--- src/eeprom_host_map.svh ---
/*
 Timing counts, page geometry and lock command constants for the parallel
 EEPROM host controller. Assumes a 20 MHz system clock.
*/
`ifndef EEPROM_HOST_MAP_SVH
`define EEPROM_HOST_MAP_SVH

`define CLK_HZ 20000000
`define WRITE_CYCLE_MS 10
`define WRITE_CYCLE_CYC ((`WRITE_CYCLE_MS * `CLK_HZ) / 1000)
`define BYTE_LOAD_WINDOW_US 150
`define BYTE_LOAD_WINDOW_CYC ((`BYTE_LOAD_WINDOW_US * (`CLK_HZ / 1000000)))
`define STROBE_LOW_NS 100
`define STROBE_LOW_CYC ((`STROBE_LOW_NS * (`CLK_HZ / 1000000) + 999) / 1000)
`define STROBE_HIGH_NS 50
`define STROBE_HIGH_CYC ((`STROBE_HIGH_NS * (`CLK_HZ / 1000000) + 999) / 1000)
`define READ_ACCESS_NS 120
`define READ_ACCESS_CYC ((`READ_ACCESS_NS * (`CLK_HZ / 1000000) + 999) / 1000)
`define PAGE_SEL_LSB 6
`define CMD_ADDR0 13'h1555
`define CMD_ADDR1 13'h0aaa
`define CMD_ADDR2 13'h1555
`define CMD_DATA0 8'haa
`define CMD_DATA1 8'h55
`define CMD_LOCK_ON 8'ha0
`define POLL_BIT 7
`define ALT_BIT 6

`endif

--- src/eeprom_host_pkg.sv ---
/*
 Types shared by the EEPROM host controller files.
 Assumes the map header is included by any user of the constants.
*/
package eeprom_host_pkg;
   typedef enum logic [1:0] {
      cmd_read,
      cmd_write,
      cmd_lock_on,
      cmd_poll
   } cmd_t;
endpackage

--- src/eeprom_host.sv ---
/*
 Host-side controller driving a byte-wide self-timed EEPROM: reads, byte
 and page writes, end-of-write polling, and write-lock command prefixes.
 Assumes the device pins are wired straight to this block and that all
 inputs are synchronous to clk.
*/
`timescale 1ns/1ps
`default_nettype none
`include "eeprom_host_map.svh"

// Functional notes
// - Write cycle: strobe low with chip select low, output enable high.
// - Each further byte follows within 150 us of the previous; the host does not time this, st_load_wait waits with no limit.
// - Page bits A6 to A12 stay fixed through one page load.
// - Three command writes arm the lock after one programming time.
// - Locked device accepts writes prefixed by the command sequence.
// - Command sequences use page-load timing across two pages.
module eeprom_host
   import eeprom_host_pkg::*;
#(
   parameter int WRITE_CYCLE_CYC = `WRITE_CYCLE_CYC,
   parameter int MAX_PAGE = 64,
   parameter logic [12:0] CMD_ADDR0 = `CMD_ADDR0,
   parameter logic [12:0] CMD_ADDR1 = `CMD_ADDR1,
   parameter logic [12:0] CMD_ADDR2 = `CMD_ADDR2,
   parameter logic [7:0] CMD_DATA0 = `CMD_DATA0,
   parameter logic [7:0] CMD_DATA1 = `CMD_DATA1,
   parameter logic [7:0] CMD_LOCK_ON = `CMD_LOCK_ON
) (
   input wire logic clk,
   input wire logic arst_n,
   input wire logic req_valid,
   input wire cmd_t req_cmd,
   input wire logic [12:0] req_addr,
   input wire logic [7:0] req_data,
   input wire logic req_last,
   input wire logic req_prefix,
   output logic req_ready,
   output logic [7:0] rsp_data,
   output logic rsp_valid,
   output logic busy,
   output logic timeout,
   output logic [12:0] address_pins,
   input wire logic [7:0] data_pins_i,
   output logic [7:0] data_pins_o,
   output logic [7:0] data_pins_oe,
   output logic chip_sel_n,
   output logic out_en_n,
   output logic wr_strobe_n
);
   localparam int TW = 24;
   localparam logic [TW-1:0] LOW_CYC = TW'(`STROBE_LOW_CYC);
   localparam logic [TW-1:0] HIGH_CYC = TW'(`STROBE_HIGH_CYC);
   localparam logic [TW-1:0] ACC_CYC = TW'(`READ_ACCESS_CYC);
   // Device idles a whole load window before programming starts
   localparam logic [TW-1:0] WC_CYC =
      TW'(WRITE_CYCLE_CYC + `BYTE_LOAD_WINDOW_CYC);

   typedef enum logic [3:0] {
      st_idle, st_setup, st_wr_low, st_wr_high, st_rd_wait, st_rd_gap,
      st_load_wait, st_poll_a, st_poll_b
   } state_t;

   state_t state_q;
   logic [1:0] pre_idx_q;
   logic pre_act_q;
   logic [12:0] pend_addr_q;
   logic [7:0] pend_data_q;
   logic pend_last_q;
   logic [12:0] last_addr_q;
   logic [7:0] last_data_q;
   logic [7:0] poll_prev_q;
   logic poll_first_q;
   logic [TW-1:0] wc_cnt_q;
   logic [6:0] page_cnt_q;
   logic t_load;
   logic [TW-1:0] t_val;
   logic t_done;
   logic lock_arm_q;

   // Prefix step decode, used once by the write issue path in st_setup
   function automatic logic [20:0] pre_word(input logic [1:0] i,
                                            input logic [7:0] d);
      case (i)
         2'd0: pre_word = {CMD_ADDR0, CMD_DATA0};
         2'd1: pre_word = {CMD_ADDR1, CMD_DATA1};
         default: pre_word = {CMD_ADDR2, d};
      endcase
   endfunction

   strobe_timer #(.W(TW)) u_tmr (
      .clk(clk),
      .arst_n(arst_n),
      .load(t_load),
      .value(t_val),
      .done(t_done)
   );

   // Timer loads on entry to every timed state
   always_comb begin
      t_load = 1'b0;
      t_val = LOW_CYC;
      case (state_q)
         st_setup: begin
            t_load = 1'b1;
            t_val = LOW_CYC;
         end
         st_wr_low: begin
            t_load = t_done;
            t_val = HIGH_CYC;
         end
         st_idle: begin
            t_load = req_valid && req_ready && req_cmd != cmd_write
               && req_cmd != cmd_lock_on;
            t_val = ACC_CYC;
         end
         st_poll_a: begin
            t_load = 1'b1;
            t_val = ACC_CYC;
         end
         st_rd_gap: begin
            t_load = 1'b0;
            t_val = ACC_CYC;
         end
         default: begin
            t_load = 1'b0;
            t_val = LOW_CYC;
         end
      endcase
   end

   // Sequencer; prefix bytes go out before user data with page timing
   always_ff @(posedge clk or negedge arst_n) begin
      if (!arst_n) begin
         state_q <= st_idle;
         pre_idx_q <= 2'd0;
         pre_act_q <= 1'b0;
         pend_addr_q <= 13'h0000;
         pend_data_q <= 8'h00;
         pend_last_q <= 1'b0;
         req_ready <= 1'b0;
         rsp_valid <= 1'b0;
         rsp_data <= 8'h00;
         timeout <= 1'b0;
         address_pins <= 13'h0000;
         data_pins_o <= 8'h00;
         data_pins_oe <= 8'h00;
         chip_sel_n <= 1'b1;
         out_en_n <= 1'b1;
         wr_strobe_n <= 1'b1;
         last_addr_q <= 13'h0000;
         last_data_q <= 8'h00;
         poll_prev_q <= 8'h00;
         poll_first_q <= 1'b0;
         page_cnt_q <= 7'd0;
      end else begin
         rsp_valid <= 1'b0;
         timeout <= 1'b0;
         case (state_q)
            st_idle: begin
               chip_sel_n <= 1'b1;
               out_en_n <= 1'b1;
               wr_strobe_n <= 1'b1;
               data_pins_oe <= 8'h00;
               // Only status polls are taken while the guard runs
               req_ready <= !busy
                  || (req_valid && req_cmd == cmd_poll);
               if (req_valid && req_ready) begin
                  req_ready <= 1'b0;
                  pend_addr_q <= req_addr;
                  pend_data_q <= req_data;
                  pend_last_q <= req_last || req_cmd == cmd_lock_on;
                  address_pins <= req_addr;
                  case (req_cmd)
                     cmd_write, cmd_lock_on: begin
                        // Lock arm is the bare prefix; data byte unused
                        pre_act_q <= req_prefix
                           || req_cmd == cmd_lock_on;
                        pre_idx_q <= 2'd0;
                        page_cnt_q <= 7'd0;
                        state_q <= st_setup;
                     end
                     cmd_poll: begin
                        poll_first_q <= 1'b1;
                        state_q <= st_poll_a;
                     end
                     default: begin
                        chip_sel_n <= 1'b0;
                        out_en_n <= 1'b0;
                        state_q <= st_rd_wait;
                     end
                  endcase
               end
            end
            st_setup: begin
               // Output enable high before any write strobe
               out_en_n <= 1'b1;
               chip_sel_n <= 1'b0;
               if (pre_act_q) begin
                  {address_pins, data_pins_o} <=
                     pre_word(pre_idx_q, CMD_LOCK_ON);
               end else begin
                  address_pins <= pend_addr_q;
                  data_pins_o <= pend_data_q;
               end
               data_pins_oe <= 8'hff;
               // Pulse spans three clocks, above the one-clock noise floor
               wr_strobe_n <= 1'b0;
               state_q <= st_wr_low;
            end
            st_wr_low: begin
               // Data and address stay put until strobe rises
               if (t_done) begin
                  wr_strobe_n <= 1'b1;
                  state_q <= st_wr_high;
               end
            end
            st_wr_high: begin
               if (t_done) begin
                  if (pre_act_q && pre_idx_q != 2'd2) begin
                     pre_idx_q <= pre_idx_q + 2'd1;
                     state_q <= st_setup;
                  end else if (pre_act_q) begin
                     pre_act_q <= 1'b0;
                     if (pend_last_q && lock_arm_q) begin
                        state_q <= st_idle;
                     end else begin
                        state_q <= st_setup;
                     end
                  end else begin
                     last_addr_q <= pend_addr_q;
                     last_data_q <= pend_data_q;
                     page_cnt_q <= page_cnt_q + 7'd1;
                     state_q <= st_load_wait;
                  end
               end
            end
            st_load_wait: begin
               // Next byte must come inside the load window, same page; only the page is checked, the wait is untimed
               chip_sel_n <= 1'b1;
               data_pins_oe <= 8'h00;
               req_ready <= !pend_last_q
                  && page_cnt_q < 7'(MAX_PAGE);
               if (req_valid && req_ready && req_cmd == cmd_write
                   && req_addr[12:`PAGE_SEL_LSB]
                      == pend_addr_q[12:`PAGE_SEL_LSB]) begin
                  req_ready <= 1'b0;
                  pend_addr_q <= req_addr;
                  pend_data_q <= req_data;
                  pend_last_q <= req_last;
                  state_q <= st_setup;
               end else if (pend_last_q || page_cnt_q >= 7'(MAX_PAGE)) begin
                  req_ready <= 1'b0;
                  state_q <= st_idle;
               end
            end
            st_rd_wait: begin
               if (t_done) begin
                  rsp_data <= data_pins_i;
                  rsp_valid <= 1'b1;
                  out_en_n <= 1'b1;
                  chip_sel_n <= 1'b1;
                  state_q <= st_idle;
               end
            end
            st_poll_a: begin
               // Read last written address for toggle and poll bits
               address_pins <= last_addr_q;
               chip_sel_n <= 1'b0;
               out_en_n <= 1'b0;
               state_q <= st_poll_b;
            end
            st_poll_b: begin
               if (t_done) begin
                  out_en_n <= 1'b1;
                  chip_sel_n <= 1'b1;
                  poll_prev_q <= data_pins_i;
                  poll_first_q <= 1'b0;
                  // Done when bit 6 is steady and bit 7 matches the written byte
                  if (!poll_first_q
                      && data_pins_i[`ALT_BIT] == poll_prev_q[`ALT_BIT]
                      && data_pins_i[`POLL_BIT]
                         == last_data_q[`POLL_BIT]) begin
                     rsp_data <= data_pins_i;
                     rsp_valid <= 1'b1;
                     state_q <= st_idle;
                  end else if (!busy && !poll_first_q) begin
                     timeout <= 1'b1;
                     state_q <= st_idle;
                  end else begin
                     state_q <= st_rd_gap;
                  end
               end
            end
            st_rd_gap: begin
               state_q <= st_poll_a;
            end
            default: state_q <= st_idle;
         endcase
      end
   end

   // Remembers a lock-arm request so the data phase is skipped
   always_ff @(posedge clk or negedge arst_n) begin
      if (!arst_n) begin
         lock_arm_q <= 1'b0;
      end else if (state_q == st_idle && req_valid && req_ready) begin
         lock_arm_q <= req_cmd == cmd_lock_on;
      end
   end

   // Write-cycle guard timer; starts after the last byte or lock prefix, so it spans the load window
   always_ff @(posedge clk or negedge arst_n) begin
      if (!arst_n) begin
         wc_cnt_q <= '0;
         busy <= 1'b0;
      end else if ((state_q == st_load_wait
                    && (pend_last_q || page_cnt_q >= 7'(MAX_PAGE)))
                   || (state_q == st_wr_high && lock_arm_q
                       && pre_idx_q == 2'd2)) begin
         wc_cnt_q <= WC_CYC;
         busy <= 1'b1;
      end else if (wc_cnt_q != '0) begin
         wc_cnt_q <= wc_cnt_q - 1'b1;
         busy <= 1'b1;
      end else begin
         busy <= 1'b0;
      end
   end
endmodule
`default_nettype wire

--- src/strobe_timer.sv ---
/*
 Down counter used for strobe widths and access waits.
 Assumes one clock; load wins over counting.
*/
`timescale 1ns/1ps
`default_nettype none
module strobe_timer #(
   parameter int W = 24
) (
   input wire logic clk,
   input wire logic arst_n,
   input wire logic load,
   input wire logic [W-1:0] value,
   output logic done
);
   logic [W-1:0] cnt_q;

   // Counts down to zero, done while zero
   always_ff @(posedge clk or negedge arst_n) begin
      if (!arst_n) begin
         cnt_q <= '0;
      end else if (load) begin
         cnt_q <= value;
      end else if (cnt_q != '0) begin
         cnt_q <= cnt_q - 1'b1;
      end
   end

   // Done ignores load: callers derive load from done, so no loop
   assign done = (cnt_q == '0);
endmodule
`default_nettype wire
--- config.mk ---
export PLATFORM = sky130hd
export DESIGN_NAME = eeprom_host
export DESIGN_NICKNAME = d
export VERILOG_FILES = /design/src/eeprom_host_pkg.sv /design/src/eeprom_host.sv /design/src/strobe_timer.sv
export VERILOG_INCLUDE_DIRS = /design/src /design/src/src
export SDC_FILE = /design/constraint.sdc
export NUM_CORES = 1
export LEC_CHECK = 0
export BUFFER_PORTS_ARGS = -buffer_cell sky130_fd_sc_hd__buf_2
export CORE_MARGIN = 2
export CORE_UTILIZATION = 50
export CTS_BUF_LIST = sky130_fd_sc_hd__clkbuf_8
export DETAILED_ROUTE_END_ITERATION = 16
export GPL_TIMING_DRIVEN = 0
export PLACE_DENSITY = 0.7
export SKIP_CTS_REPAIR_TIMING = 1
export SLEW_MARGIN = 10
export SYNTH_ARGS = -nofsm -noshare
export SYNTH_HDL_FRONTEND = slang
export SYNTH_HIERARCHICAL = 1
export SYNTH_SLANG_ARGS = --single-unit
--- constraint.sdc ---
create_clock -name clk -period 3.7 [get_ports clk]
set_input_delay 0.37 -clock clk [delete_from_list [all_inputs] [get_ports clk]]
set_output_delay 0.37 -clock clk [all_outputs]
set_load 0.02 [all_outputs]
==> results by group, run 1 <==
GRT
  • GRT Max-Usage Layer: met2
  • First-pass GRT wire length: 28800 um
  • Met2 Track Usage GR: 36.5%
  • GRT met1 Usage: 30.8%
  • Number of global-route vias before repair: 5884
  • Gr usage total: 22.6%
  • Largest net degree at the start of global routing: 74
  • M3 GR Usage: 5.88%
  • GRT Residual Overflow: 0
  • Initial antenna violation count: 0

Placed design
  • Dpl cells: 1051
  • IO buf count: 79
  • Detail Placement HPWL: 11900 um
  • Placer congestion estimate: 0.919

Floorplanning
  • DIE WIDTH: 125 um
  • Starting Density: 50.7%
  • Ports: 80
  • FP Rows: 44
  • Die footprint: 15600 um^2
  • CORE AREA: 14400 um^2
  • Die height: 125 um

Setup path
  • Worst-path cell chain: inv_1 > ha_1 > nor4b_1 > nand4_2 > or2_4 > clkinv_8 > nor2b_1 > mux2i_1 > nand2_1 > o21ai_0 > o32ai_2 > clkbuf_2 > mux2_2
  • Crit path max fanout: 14
  • Worst EP required: 4020 ps
  • Crit. End Element: register
  • Data arrival, critical path: 3770 ps
  • CP max stage delay: 410 ps
  • Worst path top cell family by delay: simple AND/OR/NAND/NOR gates
  • Kind of critical path: reg2reg
  • Buf+Inv Stages, Crit Path: 3
  • CP startpoint kind: register
  • CP max-delay cell: dfrtp_1

Clock network
  • CTS tree: yes
  • Clock Pin Slew Worst Setup and Hold Paths: 90 ps
  • Clk_lat worst skew: 450 ps
  • CTS Sinks: 138
  • CTS max path bufs: 2
  • H-Tree Depth: 4
  • Num CTS Buffers: 17
  • Clock root cell: clkbuf_8

Routing
  • Via/cell ratio: 5.49
  • Via Count: 5949
  • Routed WL per cell: 15.6 um
  • Iter 0 DRT Violations: 417
  • Final WL: 16900 um
  • Post-DRT Antenna Nets: 0
  • DRT Pass-1 Iters: 5
  • Remaining DRCs: 0

Synth
  • EDFF count, synth: 0
  • Post-Synthesis Cells: 766
  • Distinct cells, synth: 69
  • Yosys top cell by area: dfrtp_1
  • Synth area leaders: dfrtp_1, nand2_1, mux2_2
  • Seq/Total Area, Yosys: 47.4%
  • Yosys warnings: 6
  • Top cell type's share of synthesized area: 46.3%
  • Post-synthesis cell area: 7290 um^2
  • Register bit total from synthesis: 138
  • Top FF cell, synth: dfrtp_1
  • Syn avg cell area: 9.52 um^2
  • Asr flop ratio synth: 100%

Layout
  • Layout Cells excl Fill: 1084
  • Layout cells sized above 1: 19.8%
  • Area grow syn2layout: 16.1%
  • Area of the multi-input gates: 3630 um^2
  • # fillers: 1265
  • FF/Latch Area: 3460 um^2
  • Nets: 935

Min path
  • HP Class: in2reg

Timing
  • Slew @ Worst Pin: 878 ps
  • RSZ-0062 raised after global routing: no
  • Relative slew slack: 41.5%
  • Fin crit period: 3450 ps
  • Setup violations, final: 0
  • Fin Clk Skew: 14.9 ps
  • Setup tns final: 0 ps
  • Hold Slack: 149 ps
  • Pins Over Slew Limit: 0
  • Crit share post-route: 93.3%
  • Peak Freq: 290 MHz
  • Final Hold Vio Count: 0

Power
  • Pwr/cell area: 369 nW/um^2
  • P_leak: 0.00411 uW
  • Peak VDD IR: 243 uV

Job
  • Max Cap Viol: 0

Run status
  • Status: complete, no violations
==> sequential cells by signal, summed over array words and instances, names as in the netlist, 2 cells and up <==
name          cells
state_q           4
u_tmr/cnt_q      24
pre_idx_q         2
rsp_data          8
data_pins_o       8
wc_cnt_q         24
pend_data_q       8
pend_addr_q      13
address_pins     13
last_addr_q      13
page_cnt_q        7
==> Yosys cell counts, drive strengths merged (2+ instances only) <==
| library cell | number |
|---|---|
| o21bai | 2 |
| buf | 8 |
| nand2b | 6 |
| nand2 | 101 |
| o21ai | 73 |
| nand3 | 10 |
| mux2i | 5 |
| a211oi | 5 |
| mux2 | 33 |
| clkinv | 2 |
| clkbuf | 30 |
| inv | 22 |
| nor2b | 13 |
| o31ai | 14 |
| nor3 | 18 |
| nor3b | 5 |
| or4 | 9 |
| a21o | 2 |
| and2 | 2 |
| a31oi | 12 |
| dlygate4sd1 | 2 |
| a22o | 7 |
| ha | 12 |
| or2 | 5 |
| xor2 | 16 |
| and4b | 2 |
| dfstp | 3 |
| nor4b | 6 |
| and3 | 11 |
| a22oi | 6 |
| nor4 | 12 |
| o22ai | 6 |
| nand3b | 3 |
| nand4 | 9 |
| a21oi | 34 |
| o32ai | 2 |
| nor2 | 70 |
| nand4bb | 2 |
| or3 | 8 |
| o31a | 3 |
| xnor2 | 25 |
| nor4bb | 2 |
| dfrtp | 135 |
==> worst paths after layout <==
kind,from,depth (start not counted),to,slack [ps]
worst max-delay path,u_tmr/cnt_q[0]$_DFFE_PN0P_,13,u_tmr/cnt_q[1]$_DFFE_PN0P_,250
worst min-delay path,data_pins_i[3],2,rsp_data[3]$_DFFE_PN0P_,150
worst max register to register,u_tmr/cnt_q[0]$_DFFE_PN0P_,13,u_tmr/cnt_q[1]$_DFFE_PN0P_,250
worst min register to register,last_addr_q[0]$_DFFE_PN0P_,2,last_addr_q[0]$_DFFE_PN0P_,490
max in group asynchronous,arst_n,3,out_en_n$_DFFE_PN1P_,2440
min in group asynchronous,arst_n,2,u_tmr/cnt_q[5]$_DFFE_PN0P_,480
==> cells in the final DEF (no fill, tap or decap), types with 4 or more instances in the layout <==
cell,count
mux2i_1,5
clkbuf_8,18
xnor2_1,25
mux2_2,33
nand2b_1,6
a31oi_1,12
nor2_1,69
nor4_1,6
nor3_1,18
a21oi_1,34
o22ai_1,6
nand3_1,9
xor2_1,16
and3_1,11
nand4_1,8
a22oi_1,6
nor2b_1,13
conb_1,22
inv_1,22
a22o_1,7
clkbuf_1,29
or3_1,7
buf_2,79
buf_4,7
dfrtp_1,135
or4_1,7
ha_1,12
nand2_1,101
nor4_2,4
a211oi_1,5
o31ai_1,12
clkinvlp_4,4
nor4b_1,6
nor3b_1,5
o21ai_0,71
==> per-stage QoR <==
stage | setup slack [ps] | power (uW) | util [%] | instance area (um^2)
finish | 247 | 3120 | 58.9 | 8460
global route | 40.9 | 3250 | 58.9 | 8460
CTS | 13.0 | 3150 | 58.8 | 8450
detailed placement | 73.1 | 1850 | 55.9 | 8030
global placement | 102 | 1840 | 55.7 | 8000
floorplan | 674 | 1750 | - | 7370
==> cells by family (layout without fill, tap and decap cells) <==
kind of cell / count (synthesis) / count (layout) / synth area share [%]
simple gates: 297 / 297 / 21.3
compound gates: 175 / 175 / 14.5
flops: 138 / 138 / 47.4
buf+inv: 64 / 176 / 3.98
xor+xnor: 41 / 41 / 4.92
mux: 38 / 38 / 5.78
fa+ha+maj: 12 / 12 / 2.06
other cells: 1 / 23 / 0.0514
==> power breakdown <==
group          switching, uW  internal (uW)  total (uW)
combinational            108           86.4         194
sequential              68.2           1550        1620
clock                    620            687        1310
total                    797           2330        3120
==> metal layers <==
layer	up-vias	routed length [um]
met5	-	0
met4	0	139
met3	13	773
met2	114	8230
met1	2882	7790
li1	2940	-
==> worst reg2reg max path: cells and delay by family (launching register included) <==
kind	cells	cell delay [ps]
fa+ha+maj	1	160
simple gates	5	1310
flops	1	410
buf+inv	3	570
compound gates	2	430
mux	2	470
==> cell type report <==
type                    count  share of cell area (%)
flip-flops and latches    138                    40.8
inverters                  24                    1.21
clock buffers              18                    2.93
repair buffers             81                    5.19
multi-input cells         585                    42.9
diodes                      1                  0.0296
plain buffers              40                    2.19
well taps                 184                    2.72
clock inverters            13                    2.00
Power figures use the tool's default switching activity.
==> run 2: changes to the inputs <==
- SLEW_MARGIN: 10 -> default
- clock period: 3.7 -> 3.3 ns (I/O delays scaled with it)
==> results by group, run 2 (same netlist as run 1, synthesis figures left out) <==
Clock network
  • CTS max path bufs: 2 (unchanged)
  • Clock root cell: clkbuf_8
  • Clock Pin Slew Worst Setup and Hold Paths: 90 ps (about the same)
  • Num CTS Buffers: 17 (unchanged)
  • H-Tree Depth: 4 (unchanged)
  • CTS Sinks: 138 (unchanged)
  • CTS tree: yes
  • Clk_lat worst skew: 450 ps (about the same)

Layout
  • Area of the multi-input gates: 3640 um^2 (+0.17%)
  • FF/Latch Area: 3460 um^2 (unchanged)
  • Area grow syn2layout: 16.5%
  • Leading cell types in the layout, fill and taps excluded: dfrtp_1, nand2_1, buf_2, o21ai_0, nor2_1
  • Largest registers: u_tmr/cnt_q x24, wc_cnt_q x24
  • # fillers: 1266 (+0.079%)
  • Layout cells sized above 1: 20.3% (+0.49 points)
  • Commonest non-fill, non-tap cell in the layout: dfrtp_1
  • Nets: 938 (+0.32%)

Timing
  • Setup violations, final: 0 (unchanged)
  • Peak Freq: 317 MHz (+9.3%)
  • Fin crit period: 3160 ps (-294 ps)
  • Slew @ Worst Pin: 884 ps (+6.46 ps)
  • Final Hold Vio Count: 0 (unchanged)
  • Relative slew slack: 41.0% (-0.43 points)
  • Final WS setup: 141 ps (-106 ps)
  • Pins Over Slew Limit: 0 (unchanged)
  • Fin Clk Skew: 13.0 ps (-1.96 ps)
  • Crit share post-route: 95.7% (+2.4 points)

Routing
  • Via Count: 5990 (+0.69%)
  • Remaining DRCs: 0 (unchanged)
  • Final WL: 17000 um (+0.24%)
  • Post-DRT Antenna Nets: 0 (unchanged)
  • Routed WL per cell: 15.6 um (about the same)
  • Via/cell ratio: 5.51 (+0.41%)
  • Iter 0 DRT Violations: 415 (-0.48%)
  • DRT Pass-1 Iters: 5 (unchanged)

GRT
  • Largest net degree at the start of global routing: 74 (unchanged)
  • Number of global-route vias before repair: 5884 (unchanged)
  • GRT Residual Overflow: 0 (unchanged)
  • Initial antenna violation count: 0 (unchanged)
  • Gr usage total: 22.6% (unchanged)
  • First-pass GRT wire length: 28800 um (unchanged)

Setup path
  • Data arrival, critical path: 3480 ps (-290 ps)
  • CP max stage delay: 410 ps (about the same)
  • CP max-delay cell: dfrtp_1
  • Buf+Inv Stages, Crit Path: 3 (unchanged)
  • Worst path top cell family by delay: simple AND/OR/NAND/NOR gates
  • Kind of critical path: reg2reg
  • Crit path max fanout: 14 (unchanged)
  • Worst EP required: 3620 ps (-400 ps)
  • Worst-path cell chain: inv_1 > ha_1 > nor4b_1 > nand4_2 > or2_4 > clkinv_8 > nor2b_1 > mux2i_1 > nand2_1 > o21ai_0 > o32ai_2 > buf_4 > mux2_2
  • CP startpoint kind: register
  • Crit. End Element: register

Run status
  • Status: complete, no violations

Power
  • Switch Pwr: 891 uW (+12%)
  • Peak VDD IR: 272 uV (+12%)
  • Comb pwr share: 6.2% (about the same)
  • Net Sw Frac: 25.5% (-0.040 points)
  • Pwr/cell area: 412 nW/um^2 (+12%)
  • P_leak: 0.00412 uW (+0.28%)
  • Clock share of power: 41.8% (about the same)
  • Sequential power share: 52.0% (about the same)
  • P_int: 2610 uW (+12%)
  • Total chip power: 3500 uW (+12%)

Placed design
  • Placer congestion estimate: 0.919 (unchanged)
  • Detail Placement HPWL: 11900 um (unchanged)
  • IO buf count: 79 (unchanged)
  • DP Worst Slack: -327 ps (-400 ps)

Floorplanning
  • Die footprint: 15600 um^2 (unchanged)
  • DIE WIDTH: 125 um (unchanged)
  • Starting Density: 50.7% (unchanged)
  • CORE AREA: 14400 um^2 (unchanged)
  • FP Rows: 44 (unchanged)
  • Die height: 125 um (unchanged)
  • Ports: 80 (unchanged)

Min path
  • HP Class: in2reg

Job
  • Max Cap Viol: 0 (unchanged)
run 2: cell count changes in the layout (fill, tap and decap cells not counted), sizes merged:
cell,delta
dlygate4sd1,-1
buf,+4
run 2: worst paths after layout:
kind	from	endpoint	slack, ps	cells past startpoint
max	u_tmr/cnt_q[0]$_DFFE_PN0P_	u_tmr/cnt_q[1]$_DFFE_PN0P_	140	13
min	data_pins_i[3]	rsp_data[3]$_DFFE_PN0P_	110	2
max reg2reg	u_tmr/cnt_q[0]$_DFFE_PN0P_	u_tmr/cnt_q[1]$_DFFE_PN0P_	140	13
min reg2reg	last_addr_q[10]$_DFFE_PN0P_	last_addr_q[10]$_DFFE_PN0P_	490	2
max in group asynchronous	arst_n	out_en_n$_DFFE_PN1P_	2080	3
min in group asynchronous	arst_n	u_tmr/cnt_q[5]$_DFFE_PN0P_	440	2
run 2: power groups by stage:
stage          clock (uW)  combinational [uW]  sequential, uW
2_1_floorplan           0                 130            1830
3_3_place_gp            0                 210            1850
3_5_place_dp            0                 219            1850
4_1_cts              1500                 220            1820
5_1_grt              1570                 250            1820
6_report             1460                 218            1820
run 2: cell type report:
cell class,instances,area share (%)
Antenna cell,1,0.0295
Buffer,40,2.17
Clock buffer,18,2.92
Clock inverter,13,1.99
Inverter,24,1.21
Multi-Input combinational cell,585,42.8
Sequential cell,138,40.7
Tap cell,184,2.71
Timing Repair Buffer,84,5.44
run 2: per-stage QoR:
step | hold slack [ps] | cells | setup TNS, ps | area, um^2 | util, %
6_report | 110 | 1087 | 0 | 8490 | 59.1
5_1_grt | 89.9 | 1086 | -19.0 | 8490 | 59.1
4_1_cts | -119 | 1082 | -3540 | 8450 | 58.8
3_5_place_dp | 361 | 1051 | -3130 | 8030 | 55.9
3_3_place_gp | 459 | 1050 | -11070 | 8000 | 55.7
2_1_floorplan | 34.4 | 787 | 0 | 7370 | -
run 2: metal layers:
| metal | track usage [%] | vias up | part of all wire [%] |
|---|---|---|---|
| met2 | 36.5 | 112 | 48 |
| li1 | - | 2938 | - |
| met5 | 0 | - | 0 |
| met3 | 5.88 | 13 | 4.4 |
| met1 | 30.8 | 2927 | 46 |
| met4 | 5.22 | 0 | 0.84 |
